===== src/common/uwis_defs.svh =====
/*
  Register offsets, field positions, reset values and masks of the UART
  wake-up and interrupt status block.
  Assumes inclusion by bare name from the block's design files.
*/
`ifndef UWIS_DEFS_SVH
`define UWIS_DEFS_SVH
`define UWIS_A_DAT 8'h00
`define UWIS_A_INTEN 8'h04
`define UWIS_A_FIFO 8'h08
`define UWIS_A_MODEM 8'h0c
`define UWIS_A_MODEMSTS 8'h10
`define UWIS_A_FIFOSTS 8'h14
`define UWIS_A_INTSTS 8'h18
`define UWIS_A_TOUT 8'h1c
`define UWIS_A_BAUD 8'h20
`define UWIS_A_ALTCTL 8'h2c
`define UWIS_A_FUNC_SEL 8'h30
`define UWIS_A_LINSTS 8'h34
`define UWIS_A_WKCTL 8'h40
`define UWIS_A_WKSTS 8'h44
`define UWIS_A_DWKCOMP 8'h48
`define UWIS_B_WAKE_IRQ_EN 6
`define UWIS_B_LIN_ANY 7
`define UWIS_B_TO_CNT_EN 11
`define UWIS_B_ATORTS 12
`define UWIS_B_ABRIEN 18
`define UWIS_B_TXIDLEEN 22
`define UWIS_B_TXIDLEIF 22
`define UWIS_B_TXIDLEINT 30
`define UWIS_B_ABRINT 31
`define UWIS_B_AB_ANY 17
`define UWIS_B_ADDR_DET_EN 15
`define UWIS_B_AUTO_ADDR 8
`define UWIS_B_RTS 1
`define UWIS_B_CTSLVL 4
`define UWIS_B_TXOVF 24
`define UWIS_INTEN_MASK 32'h004c18ff
`define UWIS_RST_FUNC_SEL 2'h0
`define UWIS_RST_LEVEL 4'h0
`define UWIS_RST_COMP 16'h0000
`define UWIS_RST_BAUD 16'h0000
`endif


===== src/common/uwis_pkg.sv =====
/*
  Types shared by the UART wake-up and interrupt status block.
  Assumes nothing of its surroundings.
*/
package uwis_pkg;
  typedef enum logic [1:0] {
    UWIS_GAP_IDLE = 2'h0,
    UWIS_GAP_RUN = 2'h1
  } uwis_gap_st_t;
  typedef enum logic [1:0] {
    UWIS_FN_UART = 2'h0,
    UWIS_FN_LIN = 2'h1,
    UWIS_FN_IRDA = 2'h2,
    UWIS_FN_RS485 = 2'h3
  } uwis_func_t;
endpackage


===== src/logic/uwis_flag.sv =====
/*
  Bank of sticky event flags, one per bit.
  Assumes single-cycle set and clear strobes on hclk.
*/
`timescale 1ns/1ps
module uwis_flag import uwis_pkg::*; #(
  parameter int W = 8
) (
  input wire logic hclk,
  input wire logic hresetn,
  input wire logic ce,
  input wire logic [W-1:0] set,
  input wire logic [W-1:0] clr,
  output logic [W-1:0] flag_r
);
  genvar i;
  // Each flag is set by its event and cleared by software; the set wins.
  generate
    for (i = 0; i < W; i++) begin : g_bit
      always_ff @(posedge hclk or negedge hresetn) begin
        if (!hresetn) begin
          flag_r[i] <= 1'b0;
        end else if (ce) begin
          if (set[i]) begin
            flag_r[i] <= 1'b1;
          end else if (clr[i]) begin
            flag_r[i] <= 1'b0;
          end
        end
      end
    end
  endgenerate
endmodule


===== src/logic/uwis_txgap.sv =====
/*
  Transmit gap timer: holds off the next start bit for a number of bit times.
  Assumes bit_tick pulses once per bit time and stop_done after each stop bit.
*/
`timescale 1ns/1ps
module uwis_txgap import uwis_pkg::*; (
  input wire logic hclk,
  input wire logic hresetn,
  input wire logic ce,
  input wire logic bit_tick,
  input wire logic stop_done,
  input wire logic [7:0] gap,
  output logic tx_start_ok
);
  uwis_gap_st_t st_r;
  logic [7:0] cnt_r;

  // A gap starts after the last stop bit and ends after gap bit times.
  always_ff @(posedge hclk or negedge hresetn) begin
    if (!hresetn) begin
      st_r <= UWIS_GAP_IDLE;
      cnt_r <= 8'h00;
    end else if (ce) begin
      case (st_r)
        UWIS_GAP_IDLE: begin
          if (stop_done && gap != 8'h00) begin
            st_r <= UWIS_GAP_RUN;
            cnt_r <= gap;
          end
        end
        UWIS_GAP_RUN: begin
          if (bit_tick) begin
            cnt_r <= cnt_r - 8'h01;
            if (cnt_r == 8'h01) begin
              st_r <= UWIS_GAP_IDLE;
            end
          end
        end
        default: begin
          st_r <= UWIS_GAP_IDLE;
        end
      endcase
    end
  end

  // The transmitter may start a character only outside a gap.
  assign tx_start_ok = (st_r == UWIS_GAP_IDLE) && !(stop_done && gap != 8'h00);
endmodule


===== src/logic/uwis_top.sv =====
/*
  UART wake-up, interrupt flag and status block with an AHB-Lite register
  slave. Assumes the rest of the UART supplies FIFO count, time-out count,
  address-byte result and one-cycle event pulses, all synchronous to hclk.
*/
// Behaviour
// - any wake flag raises the summary wake flag
// - wake interrupt needs summary flag and enable
// - power-down nCTS toggle sets clear-to-send wake
// - power-down receive toggle sets data wake
// - start sampling after start-compensation clock cycles
// - power-down FIFO count at trigger sets threshold wake
// - matching address byte in auto-address mode wakes
// - time-out count match below threshold wakes
// - interrupt asserts while flag and enable set
// - data register read clears receive flags
// - data register write clears transmit flags
// - line status is OR of four flags
// - modem status follows nCTS change flag
// - buffer error is OR of overflows
// - LIN flag needs writes to it and source
// - write one clears each wake flag
// - auto-baud flag is OR of two flags
// - function select zero gives plain UART mode
// - transmitter inserts programmable inter-character gap
// - hardware flow deasserts RTS at trigger level
`timescale 1ns/1ps
`include "uwis_defs.svh"
module uwis_top import uwis_pkg::*; #(
  parameter int FIFO_DEPTH = 16
) (
  input wire logic hclk,
  input wire logic hresetn,
  input wire logic ce,
  input wire logic hsel,
  input wire logic [31:0] haddr,
  input wire logic [1:0] htrans,
  input wire logic hwrite,
  input wire logic [2:0] hsize,
  input wire logic [31:0] hwdata,
  input wire logic hready,
  output logic hreadyout,
  output logic hresp,
  output logic [31:0] hrdata,
  input wire logic power_down,
  input wire logic cts_n,
  input wire logic rxd,
  input wire logic [4:0] rx_fifo_count,
  input wire logic [7:0] rx_data,
  input wire logic [7:0] rx_timeout_count,
  input wire logic addr_byte_valid,
  input wire logic [7:0] addr_byte,
  input wire logic rx_avail_evt,
  input wire logic rx_timeout_evt,
  input wire logic tx_holding_empty_evt,
  input wire logic tx_idle_evt,
  input wire logic break_evt,
  input wire logic framing_evt,
  input wire logic parity_evt,
  input wire logic addr_detect_evt,
  input wire logic tx_overflow_evt,
  input wire logic rx_overflow_evt,
  input wire logic [4:0] lin_evt,
  input wire logic autobaud_done_evt,
  input wire logic autobaud_overflow_evt,
  input wire logic bit_tick,
  input wire logic tx_stop_done,
  output logic wake_request,
  output logic wake_irq_out,
  output logic [9:0] irq_out,
  output logic rts_n,
  output logic tx_start_ok,
  output logic rx_start_go,
  output logic [7:0] tx_data,
  output logic tx_data_we,
  output logic rx_data_re,
  output logic uart_mode,
  output logic [1:0] function_select,
  output logic [15:0] baud_divider,
  output logic rx_timeout_counter_enable
);
  // Flag bank indices.
  localparam int F_RXAV = 0;
  localparam int F_RXTO = 1;
  localparam int F_THRE = 2;
  localparam int F_TXID = 3;
  localparam int F_BRK = 4;
  localparam int F_FE = 5;
  localparam int F_PE = 6;
  localparam int F_ADT = 7;
  localparam int F_CTS = 8;
  localparam int F_TXOV = 9;
  localparam int F_RXOV = 10;
  localparam int F_LIN = 11;
  localparam int F_LANY = 16;
  localparam int F_WK = 17;
  localparam int F_ABD = 22;
  localparam int F_ABO = 23;
  localparam int NF = 24;

  logic [31:0] inten_r;
  logic [3:0] rx_trigger_level;
  logic [3:0] rts_trigger_level;
  logic modem_rts_r;
  logic [7:0] rx_timeout_value;
  logic [7:0] tx_gap_delay;
  logic [7:0] address_match_value;
  logic address_detect_enable;
  logic auto_address_detect_mode;
  logic [4:0] wake_enable_r;
  logic [15:0] start_bit_compensation;
  logic [NF-1:0] fset;
  logic [NF-1:0] fclr;
  logic [NF-1:0] flag;
  logic acc;
  logic wr_pend_r;
  logic [7:0] waddr_r;
  logic wr_en;
  logic [31:0] rd_mux;
  logic cts_prev_r;
  logic rxd_prev_r;
  logic thr_prev_r;
  logic to_prev_r;
  logic thr_hit;
  logic to_hit;
  logic cts_tog;
  logic rxd_tog;
  logic [4:0] wake_set;
  logic [4:0] wake_flags;
  logic wake_any_flag;
  logic line_status_flag;
  logic buffer_error_flag;
  logic autobaud_any_flag;
  logic [7:0] int_flags;
  logic [15:0] comp_cnt_r;
  logic comp_busy_r;

  // Zero-wait slave: always ready, always OKAY.
  assign hreadyout = 1'b1;
  assign hresp = 1'b0;
  assign acc = hsel && hready && htrans[1];

  // Address phase of a write is held for its data phase.
  always_ff @(posedge hclk or negedge hresetn) begin
    if (!hresetn) begin
      wr_pend_r <= 1'b0;
      waddr_r <= 8'h00;
    end else if (ce) begin
      wr_pend_r <= acc && hwrite;
      waddr_r <= haddr[7:0];
    end
  end
  assign wr_en = ce && wr_pend_r;

  // Read data is registered at the address phase; unmapped reads zero.
  always_ff @(posedge hclk or negedge hresetn) begin
    if (!hresetn) begin
      hrdata <= 32'h00000000;
    end else if (ce && acc && !hwrite) begin
      hrdata <= rd_mux;
    end
  end

  // Data register strobes toward the FIFOs.
  always_ff @(posedge hclk or negedge hresetn) begin
    if (!hresetn) begin
      tx_data <= 8'h00;
      tx_data_we <= 1'b0;
      rx_data_re <= 1'b0;
    end else if (ce) begin
      tx_data_we <= wr_en && waddr_r == `UWIS_A_DAT;
      rx_data_re <= acc && !hwrite && haddr[7:0] == `UWIS_A_DAT;
      if (wr_en && waddr_r == `UWIS_A_DAT) begin
        tx_data <= hwdata[7:0];
      end
    end
  end

  // Control registers written by software.
  always_ff @(posedge hclk or negedge hresetn) begin
    if (!hresetn) begin
      inten_r <= 32'h00000000;
      rx_trigger_level <= `UWIS_RST_LEVEL;
      rts_trigger_level <= `UWIS_RST_LEVEL;
      modem_rts_r <= 1'b0;
      rx_timeout_value <= 8'h00;
      tx_gap_delay <= 8'h00;
      baud_divider <= `UWIS_RST_BAUD;
      address_match_value <= 8'h00;
      address_detect_enable <= 1'b0;
      auto_address_detect_mode <= 1'b0;
      function_select <= `UWIS_RST_FUNC_SEL;
      wake_enable_r <= 5'h00;
      start_bit_compensation <= `UWIS_RST_COMP;
    end else if (wr_en) begin
      case (waddr_r)
        `UWIS_A_INTEN: inten_r <= hwdata & `UWIS_INTEN_MASK;
        `UWIS_A_FIFO: begin
          rx_trigger_level <= hwdata[7:4];
          rts_trigger_level <= hwdata[19:16];
        end
        `UWIS_A_MODEM: modem_rts_r <= hwdata[`UWIS_B_RTS];
        `UWIS_A_TOUT: begin
          rx_timeout_value <= hwdata[7:0];
          tx_gap_delay <= hwdata[15:8];
        end
        `UWIS_A_BAUD: baud_divider <= hwdata[15:0];
        `UWIS_A_ALTCTL: begin
          address_match_value <= hwdata[31:24];
          address_detect_enable <= hwdata[`UWIS_B_ADDR_DET_EN];
          auto_address_detect_mode <= hwdata[`UWIS_B_AUTO_ADDR];
        end
        `UWIS_A_FUNC_SEL: function_select <= hwdata[1:0];
        `UWIS_A_WKCTL: wake_enable_r <= hwdata[4:0];
        `UWIS_A_DWKCOMP: start_bit_compensation <= hwdata[15:0];
        default: begin
        end
      endcase
    end
  end

  // Previous pin and condition levels for toggle and edge detection.
  always_ff @(posedge hclk or negedge hresetn) begin
    if (!hresetn) begin
      cts_prev_r <= 1'b1;
      rxd_prev_r <= 1'b1;
      thr_prev_r <= 1'b0;
      to_prev_r <= 1'b0;
    end else if (ce) begin
      cts_prev_r <= cts_n;
      rxd_prev_r <= rxd;
      thr_prev_r <= thr_hit;
      to_prev_r <= to_hit;
    end
  end

  assign cts_tog = cts_n ^ cts_prev_r;
  assign rxd_tog = rxd ^ rxd_prev_r;
  assign thr_hit = rx_fifo_count >= {1'b0, rx_trigger_level};
  assign to_hit = rx_fifo_count < {1'b0, rx_trigger_level} &&
                  rx_timeout_count == rx_timeout_value;

  // Wake conditions, each only while the system is powered down.
  always_comb begin
    wake_set[0] = power_down && wake_enable_r[0] && cts_tog;
    wake_set[1] = power_down && wake_enable_r[1] && rxd_tog;
    wake_set[2] = power_down && wake_enable_r[2] && thr_hit && !thr_prev_r;
    wake_set[3] = power_down && wake_enable_r[2] && wake_enable_r[3] &&
                  function_select == UWIS_FN_RS485 && auto_address_detect_mode &&
                  address_detect_enable && addr_byte_valid && addr_byte == address_match_value;
    wake_set[4] = power_down && wake_enable_r[2] && wake_enable_r[4] &&
                  inten_r[`UWIS_B_TO_CNT_EN] && to_hit && !to_prev_r;
  end

  // After a data wake, count the compensation before sampling the start bit.
  always_ff @(posedge hclk or negedge hresetn) begin
    if (!hresetn) begin
      comp_cnt_r <= 16'h0000;
      comp_busy_r <= 1'b0;
      rx_start_go <= 1'b0;
    end else if (ce) begin
      rx_start_go <= 1'b0;
      if (wake_set[1] && !comp_busy_r) begin
        comp_cnt_r <= start_bit_compensation;
        comp_busy_r <= 1'b1;
      end else if (comp_busy_r) begin
        if (comp_cnt_r == 16'h0000) begin
          comp_busy_r <= 1'b0;
          rx_start_go <= 1'b1;
        end else begin
          comp_cnt_r <= comp_cnt_r - 16'h0001;
        end
      end
    end
  end

  // Event and clear strobes for every sticky flag.
  always_comb begin
    fset = '0;
    fclr = '0;
    fset[F_RXAV] = rx_avail_evt;
    fset[F_RXTO] = rx_timeout_evt;
    fset[F_THRE] = tx_holding_empty_evt;
    fset[F_TXID] = tx_idle_evt;
    fset[F_BRK] = break_evt;
    fset[F_FE] = framing_evt;
    fset[F_PE] = parity_evt;
    fset[F_ADT] = addr_detect_evt;
    fset[F_CTS] = cts_tog;
    fset[F_TXOV] = tx_overflow_evt;
    fset[F_RXOV] = rx_overflow_evt;
    fset[F_LIN +: 5] = lin_evt;
    fset[F_LANY] = |lin_evt;
    fset[F_WK +: 5] = wake_set;
    fset[F_ABD] = autobaud_done_evt;
    fset[F_ABO] = autobaud_overflow_evt;
    fclr[F_RXAV] = ce && acc && !hwrite && haddr[7:0] == `UWIS_A_DAT;
    fclr[F_RXTO] = fclr[F_RXAV];
    fclr[F_THRE] = wr_en && waddr_r == `UWIS_A_DAT;
    fclr[F_TXID] = fclr[F_THRE];
    if (wr_en && waddr_r == `UWIS_A_FIFOSTS) begin
      fclr[F_RXOV] = hwdata[0];
      fclr[F_ABD] = hwdata[1];
      fclr[F_ABO] = hwdata[2];
      fclr[F_ADT] = hwdata[3];
      fclr[F_PE] = hwdata[4];
      fclr[F_FE] = hwdata[5];
      fclr[F_BRK] = hwdata[6];
      fclr[F_TXOV] = hwdata[`UWIS_B_TXOVF];
    end
    if (wr_en && waddr_r == `UWIS_A_MODEMSTS) begin
      fclr[F_CTS] = hwdata[0];
    end
    if (wr_en && waddr_r == `UWIS_A_LINSTS) begin
      fclr[F_LIN +: 5] = hwdata[4:0];
    end
    // The summary LIN flag clears only once no source flag remains.
    if (wr_en && waddr_r == `UWIS_A_INTSTS) begin
      fclr[F_LANY] = hwdata[`UWIS_B_LIN_ANY] && ((flag[F_LIN +: 5] & ~fclr[F_LIN +: 5]) == 5'h00);
    end
    if (wr_en && waddr_r == `UWIS_A_WKSTS) begin
      fclr[F_WK +: 5] = hwdata[4:0];
    end
  end

  uwis_flag #(
    .W(NF)
  ) u_flags (
    .hclk(hclk),
    .hresetn(hresetn),
    .ce(ce),
    .set(fset),
    .clr(fclr),
    .flag_r(flag)
  );

  // Summary flags built from their sources.
  assign wake_flags = flag[F_WK +: 5];
  assign wake_any_flag = |wake_flags;
  assign line_status_flag = flag[F_BRK] | flag[F_FE] | flag[F_PE] | flag[F_ADT];
  assign buffer_error_flag = flag[F_TXOV] | flag[F_RXOV];
  assign autobaud_any_flag = flag[F_ABD] | flag[F_ABO];
  assign int_flags = {flag[F_LANY], wake_any_flag, buffer_error_flag, flag[F_RXTO],
                      flag[F_CTS], line_status_flag, flag[F_THRE], flag[F_RXAV]};

  // Interrupt outputs: flag gated by its enable.
  assign wake_irq_out = wake_any_flag && inten_r[`UWIS_B_WAKE_IRQ_EN];
  assign irq_out[7:0] = int_flags & inten_r[7:0];
  assign irq_out[8] = flag[F_TXID] && inten_r[`UWIS_B_TXIDLEEN];
  assign irq_out[9] = autobaud_any_flag && inten_r[`UWIS_B_ABRIEN];

  // Level wake request to the power controller.
  assign wake_request = |(wake_flags & wake_enable_r);

  // Flow control: auto mode releases RTS once the FIFO reaches its level.
  assign rts_n = inten_r[`UWIS_B_ATORTS] ?
                 (rx_fifo_count >= {1'b0, rts_trigger_level}) : !modem_rts_r;

  // Mode outputs to the rest of the UART.
  assign uart_mode = function_select == UWIS_FN_UART;
  assign rx_timeout_counter_enable = inten_r[`UWIS_B_TO_CNT_EN];

  uwis_txgap u_gap (
    .hclk(hclk),
    .hresetn(hresetn),
    .ce(ce),
    .bit_tick(bit_tick),
    .stop_done(tx_stop_done),
    .gap(tx_gap_delay),
    .tx_start_ok(tx_start_ok)
  );

  // Read multiplexer; reserved bits read zero.
  always_comb begin
    rd_mux = 32'h00000000;
    case (haddr[7:0])
      `UWIS_A_DAT: rd_mux[7:0] = rx_data;
      `UWIS_A_INTEN: rd_mux = inten_r;
      `UWIS_A_FIFO: begin
        rd_mux[7:4] = rx_trigger_level;
        rd_mux[19:16] = rts_trigger_level;
      end
      `UWIS_A_MODEM: rd_mux[`UWIS_B_RTS] = modem_rts_r;
      `UWIS_A_MODEMSTS: begin
        rd_mux[0] = flag[F_CTS];
        rd_mux[`UWIS_B_CTSLVL] = cts_n;
      end
      `UWIS_A_FIFOSTS: begin
        rd_mux[6:0] = {flag[F_BRK], flag[F_FE], flag[F_PE], flag[F_ADT],
                       flag[F_ABO], flag[F_ABD], flag[F_RXOV]};
        rd_mux[`UWIS_B_TXOVF] = flag[F_TXOV];
      end
      `UWIS_A_INTSTS: begin
        rd_mux[7:0] = int_flags;
        rd_mux[15:8] = irq_out[7:0];
        rd_mux[`UWIS_B_TXIDLEIF] = flag[F_TXID];
        rd_mux[`UWIS_B_TXIDLEINT] = irq_out[8];
        rd_mux[`UWIS_B_ABRINT] = irq_out[9];
      end
      `UWIS_A_TOUT: rd_mux[15:0] = {tx_gap_delay, rx_timeout_value};
      `UWIS_A_BAUD: rd_mux[15:0] = baud_divider;
      `UWIS_A_ALTCTL: begin
        rd_mux[31:24] = address_match_value;
        rd_mux[`UWIS_B_AB_ANY] = autobaud_any_flag;
        rd_mux[`UWIS_B_ADDR_DET_EN] = address_detect_enable;
        rd_mux[`UWIS_B_AUTO_ADDR] = auto_address_detect_mode;
      end
      `UWIS_A_FUNC_SEL: rd_mux[1:0] = function_select;
      `UWIS_A_LINSTS: rd_mux[4:0] = flag[F_LIN +: 5];
      `UWIS_A_WKCTL: rd_mux[4:0] = wake_enable_r;
      `UWIS_A_WKSTS: rd_mux[4:0] = wake_flags;
      `UWIS_A_DWKCOMP: rd_mux[15:0] = start_bit_compensation;
      default: rd_mux = 32'h00000000;
    endcase
  end
endmodule


===== config.mk =====
export PLATFORM = sky130hd
export DESIGN_NAME = uwis_top
export DESIGN_NICKNAME = d
export VERILOG_FILES = /design/src/common/uwis_pkg.sv /design/src/logic/uwis_flag.sv /design/src/logic/uwis_txgap.sv /design/src/logic/uwis_top.sv
export VERILOG_INCLUDE_DIRS = /design/src /design/src/common
export SDC_FILE = /design/constraint.sdc
export NUM_CORES = 1
export LEC_CHECK = 0
export ABC_AREA = 1
export BUFFER_PORTS_ARGS = -buffer_cell sky130_fd_sc_hd__buf_2
export CAP_MARGIN = 20
export CELL_PAD_IN_SITES_DETAIL_PLACEMENT = 1
export CELL_PAD_IN_SITES_GLOBAL_PLACEMENT = 2
export CORE_MARGIN = 2
export CORE_UTILIZATION = 28
export DETAILED_ROUTE_END_ITERATION = 8
export HOLD_SLACK_MARGIN = 0.06
export PLACE_DENSITY_LB_ADDON = 0.1
export SLEW_MARGIN = 0
export SYNTH_ARGS = -nofsm -noshare
export SYNTH_HDL_FRONTEND = slang
export SYNTH_SLANG_ARGS = --single-unit

===== constraint.sdc =====
create_clock -name hclk -period 1.75 [get_ports hclk]
set_clock_uncertainty 0.15 [all_clocks]
set_input_delay 0.2625 -clock hclk [delete_from_list [all_inputs] [get_ports hclk]]
set_output_delay 0.2625 -clock hclk [all_outputs]
set_load 0.01 [all_outputs]

==> run metrics <==
status finished with violations; failing checks setup timing; CP Capture Type primary output; Post-Syn Area 0.00986 mm²; routed wire length per instance 20.5 µm; Post-synth ARST share 100%; placed cell area 0.0123 mm²; Leak Pwr between 0.007 and 0.008 µW; Die ar. between 0.03 and 0.04 mm²; fin cells 2153; num rows 68; post-synthesis sequential area ratio 48.3%; Clock Tree Root clkbuf_16; sum of buffers and inverters on the critical path 1; CTS sink cnt 190; Layout Area Growth over Synthesis 55.4%; RSZ-0062 raised after global routing yes; routed via count 10300; top layer in use met4; depth of the most critical reg-to-reg path 6; post-synthesis simple-gate area fraction a little under 30%; CTS tree built; Top FF cell, synth dfrtp_1; Setup violations, final 106; Core Area 0.0346 mm²; VDD IR max 740 µV; fin nets 1823; # fillers 4137; Synth cell types between 40 and 50; min cycle time layout 2130 ps; number of synthesized flops with an enable pin 0; R2R Path Start waddr_r[6]$_DFFE_PN0P_; antenna violations before repair 0; Chip Height 192 µm; met1 wire length 19800 µm; Final WS setup -379 ps; later-pin clock latency in the skew report around 450 ps; Pre-Repair DR Iteration Count 5; final WL 44200 µm; number of synthesized register bits 190; maximum fanout along the worst path 2; XOR/XNOR Fraction of Synth Area 1.51%; vias in the first global route 10400; FF-to-FF End address_match_value[5]$_DFFE_PN0P_; startpoint types flop; clk buf depth 2; Avg Cell Area, Syn 7.67 µm²; Synth Area in Compound Gates 11.8%; critical path data arrival time 1720 ps; total CTS buffers 17; final antenna-violating net count 0; GRT Total Usage 23.4%; max-cap violations 0; dpl ws -226 ps; grt ovf 0; WL met3 1280 µm; Rel. slew slack 59.3%; Achievable Freq 0.470 GHz; internal reg-to-reg setup slack -180 ps; via/cell ratio 4.80; share of cells above drive strength 1 38.5%; Horiz. Die Dim around 190 µm; Post-route DRC 0; CP max stage delay 410 ps; Hold WC Path Type input port to flop; placed cell count 2006; Hold Crit Depth 7; WHS Endpoint hrdata[6]$_DFFE_PN0P_; largest family of logic cells by synthesized area simple AND/OR/NAND/NOR gates; Synth Area in Adders 1.40%; HP Start rx_data[6]; GP Congestion 0.830; Fin. Hold Viols 0; post-route cell area between 0.015 and 0.02 mm²; Post-DP HPWL 31700 µm; Final Max Slew Viols 0; CP delay by family, top compound AO/OA/AOI/OAI gates; Ports 206; critical path type flop to primary output; CP max stage cell dfrtp_1; post-synthesis mux area share 1.27%; cell chain of the critical path ha_4 -> o21ai_2 -> a21boi_1 -> o21ai_1 -> a31oi_1 -> buf_2; largest net degree at the start of global routing 51; first-pass GRT wire length 63100 µm; Synth Instances 1285; # port buffers between 150 and 200; Initial DRC Count 497; worst slew pin tran 609 ps; CP required about 1300 ps; Pwr per Cell Area between 800 and 900 mW/mm²; clock slew seen by the registers of the worst setup and hold paths 70 ps; H-Tree Depth 4; Inserted Diodes 0; Final period util 122%; starting density of the core 28.5%; met2 wire length 22500 µm; Synth warnings 0
[where the power goes]
group	switching (µW)	internal (µW)	total, µW	leakage (µW)
clock network	1910	2190	4100	0.000279
registers	263	4700	4960	0.00249
logic	1940	1550	3490	0.00481
[flip-flops by register name, indices dropped and copies added (netlist names), 2 cells and up]
| name | flops |
|---|---|
| address_match_value | 8 |
| baud_divider | 16 |
| comp_cnt_r | 16 |
| function_select | 2 |
| hrdata | 29 |
| inten_r | 13 |
| rts_trigger_level | 4 |
| rx_timeout_value | 8 |
| rx_trigger_level | 4 |
| start_bit_compensation | 16 |
| tx_data | 8 |
| tx_gap_delay | 8 |
| u_flags.flag_r | 24 |
| u_gap.cnt_r | 8 |
| waddr_r | 8 |
| wake_enable_r | 5 |
[synthesized netlist by cell type, types with 2 or more instances]
| library cell | count | area share (%) |
|---|---|---|
| ha_1 | 11 | 1.4 |
| clkbuf_1 | 7 | 0.27 |
| nand2_2 | 5 | 0.32 |
| a21oi_1 | 12 | 0.61 |
| nor4_1 | 3 | 0.19 |
| nor3_1 | 8 | 0.41 |
| inv_2 | 10 | 0.38 |
| a22o_1 | 9 | 0.80 |
| o21ai_1 | 100 | 5.1 |
| buf_2 | 21 | 1.1 |
| inv_1 | 104 | 4.0 |
| nor2_2 | 7 | 0.44 |
| dfrtp_1 | 188 | 48 |
| nand2_1 | 459 | 17 |
| nand4_1 | 8 | 0.51 |
| mux2_2 | 3 | 0.34 |
| dfstp_2 | 2 | 0.53 |
| nand3_2 | 2 | 0.20 |
| a31oi_1 | 4 | 0.25 |
| nor2_4 | 10 | 1.1 |
| a21boi_0 | 2 | 0.15 |
| nor3_2 | 2 | 0.20 |
| mux2_4 | 4 | 0.61 |
| o31ai_1 | 3 | 0.23 |
| mux2i_1 | 2 | 0.20 |
| o21ai_0 | 78 | 4.0 |
| nor2_1 | 97 | 3.7 |
| nand3_1 | 72 | 3.7 |
| buf_1 | 4 | 0.15 |
| xor2_1 | 16 | 1.4 |
| o22ai_1 | 3 | 0.19 |
| buf_4 | 8 | 0.61 |
| o211ai_1 | 5 | 0.38 |
| conb_1 | 2 | 0.076 |
[cell usage in the layout (no fill, tap or decap), types with 13 or more instances in the layout]
cell type / instances
buf_12: 24
buf_2: 164
buf_4: 128
buf_6: 32
clkbuf_16: 23
dfrtp_1: 180
dlygate4sd3_1: 55
inv_1: 93
inv_2: 16
nand2_1: 371
nand2_2: 56
nand2_4: 33
nand3_1: 58
nand3_2: 13
nor2_1: 80
nor2_2: 16
nor2_4: 18
o21ai_0: 42
o21ai_1: 82
o21ai_2: 53
xor2_1: 16
[per-layer routing]
metal  vias up  GRT usage (%)
met2       188           40.8
met1      5137           31.1
li1       4966              -
met3        44           3.01
met5         -              0
met4         0           4.53
[layout make-up]
| cell class | count | area (µm²) | share of cell area (%) |
|---|---|---|---|
| clock buffer | 20 | 457 | 2.98 |
| clock inverter | 12 | 135 | 0.882 |
| inverter | 115 | 447 | 2.92 |
| multi-input combinational | 946 | 5510 | 35.9 |
| sequential | 190 | 4770 | 31.1 |
| tap | 455 | 569 | 3.72 |
| timing repair buffer | 415 | 3440 | 22.4 |
[worst reg2reg max path, delay by kind of cell (launching register included)]
kind / cells / cell delay, ps
buf+inv: 2 / 250
flops: 1 / 410
mux: 1 / 300
simple gates: 3 / 720
[cells by family after synthesis]
family,after synthesis
multiplexers,10
AND/OR/NAND/NOR,681
buffers and inverters,156
AO/OA/AOI/OAI,218
other,2
adder cells (fa/ha/maj),11
XOR/XNOR,17
flip-flops,190
[metrics by stage]
step           total power (µW)  utilization (%)  setup TNS, ps  hold WS, ps
2_1_floorplan              6480                -              0         -183
3_3_place_gp               7850             35.5          -6590         45.3
3_5_place_dp               7900             35.5          -8410         44.6
4_1_cts                   12300             40.2          -1710         61.2
5_1_grt                   13300             44.2         -14910         77.6
6_report                  12600             44.2          -7590         77.9
[worst max-delay path by stage]
stage                                           startpoint                         end  cells past startpoint
after global routing      rts_trigger_level[0]$_DFFE_PN0P_                       rts_n                      6
after global placement                            haddr[7]      hrdata[12]$_DFFE_PN0P_                      9
final                     rts_trigger_level[0]$_DFFE_PN0P_                       rts_n                      6
after floorplan                  comp_cnt_r[0]$_DFFE_PN0P_  comp_cnt_r[12]$_DFFE_PN0P_                     10
after detailed placement                          haddr[6]      hrdata[12]$_DFFE_PN0P_                      9
after CTS                 rts_trigger_level[0]$_DFFE_PN0P_                       rts_n                      6
[timing repair]
action | in CTS | in global routing
endpoints found under the setup margin | 81 | 132
hold endpoints to repair | 252 | 0
setup buffers | 19 | 32
hold buffers | 55 | 0
pin swaps | 37 | 56
gates resized for setup | 87 | 271
cloned | 2 | 12
(Power assumes the default switching activity.)
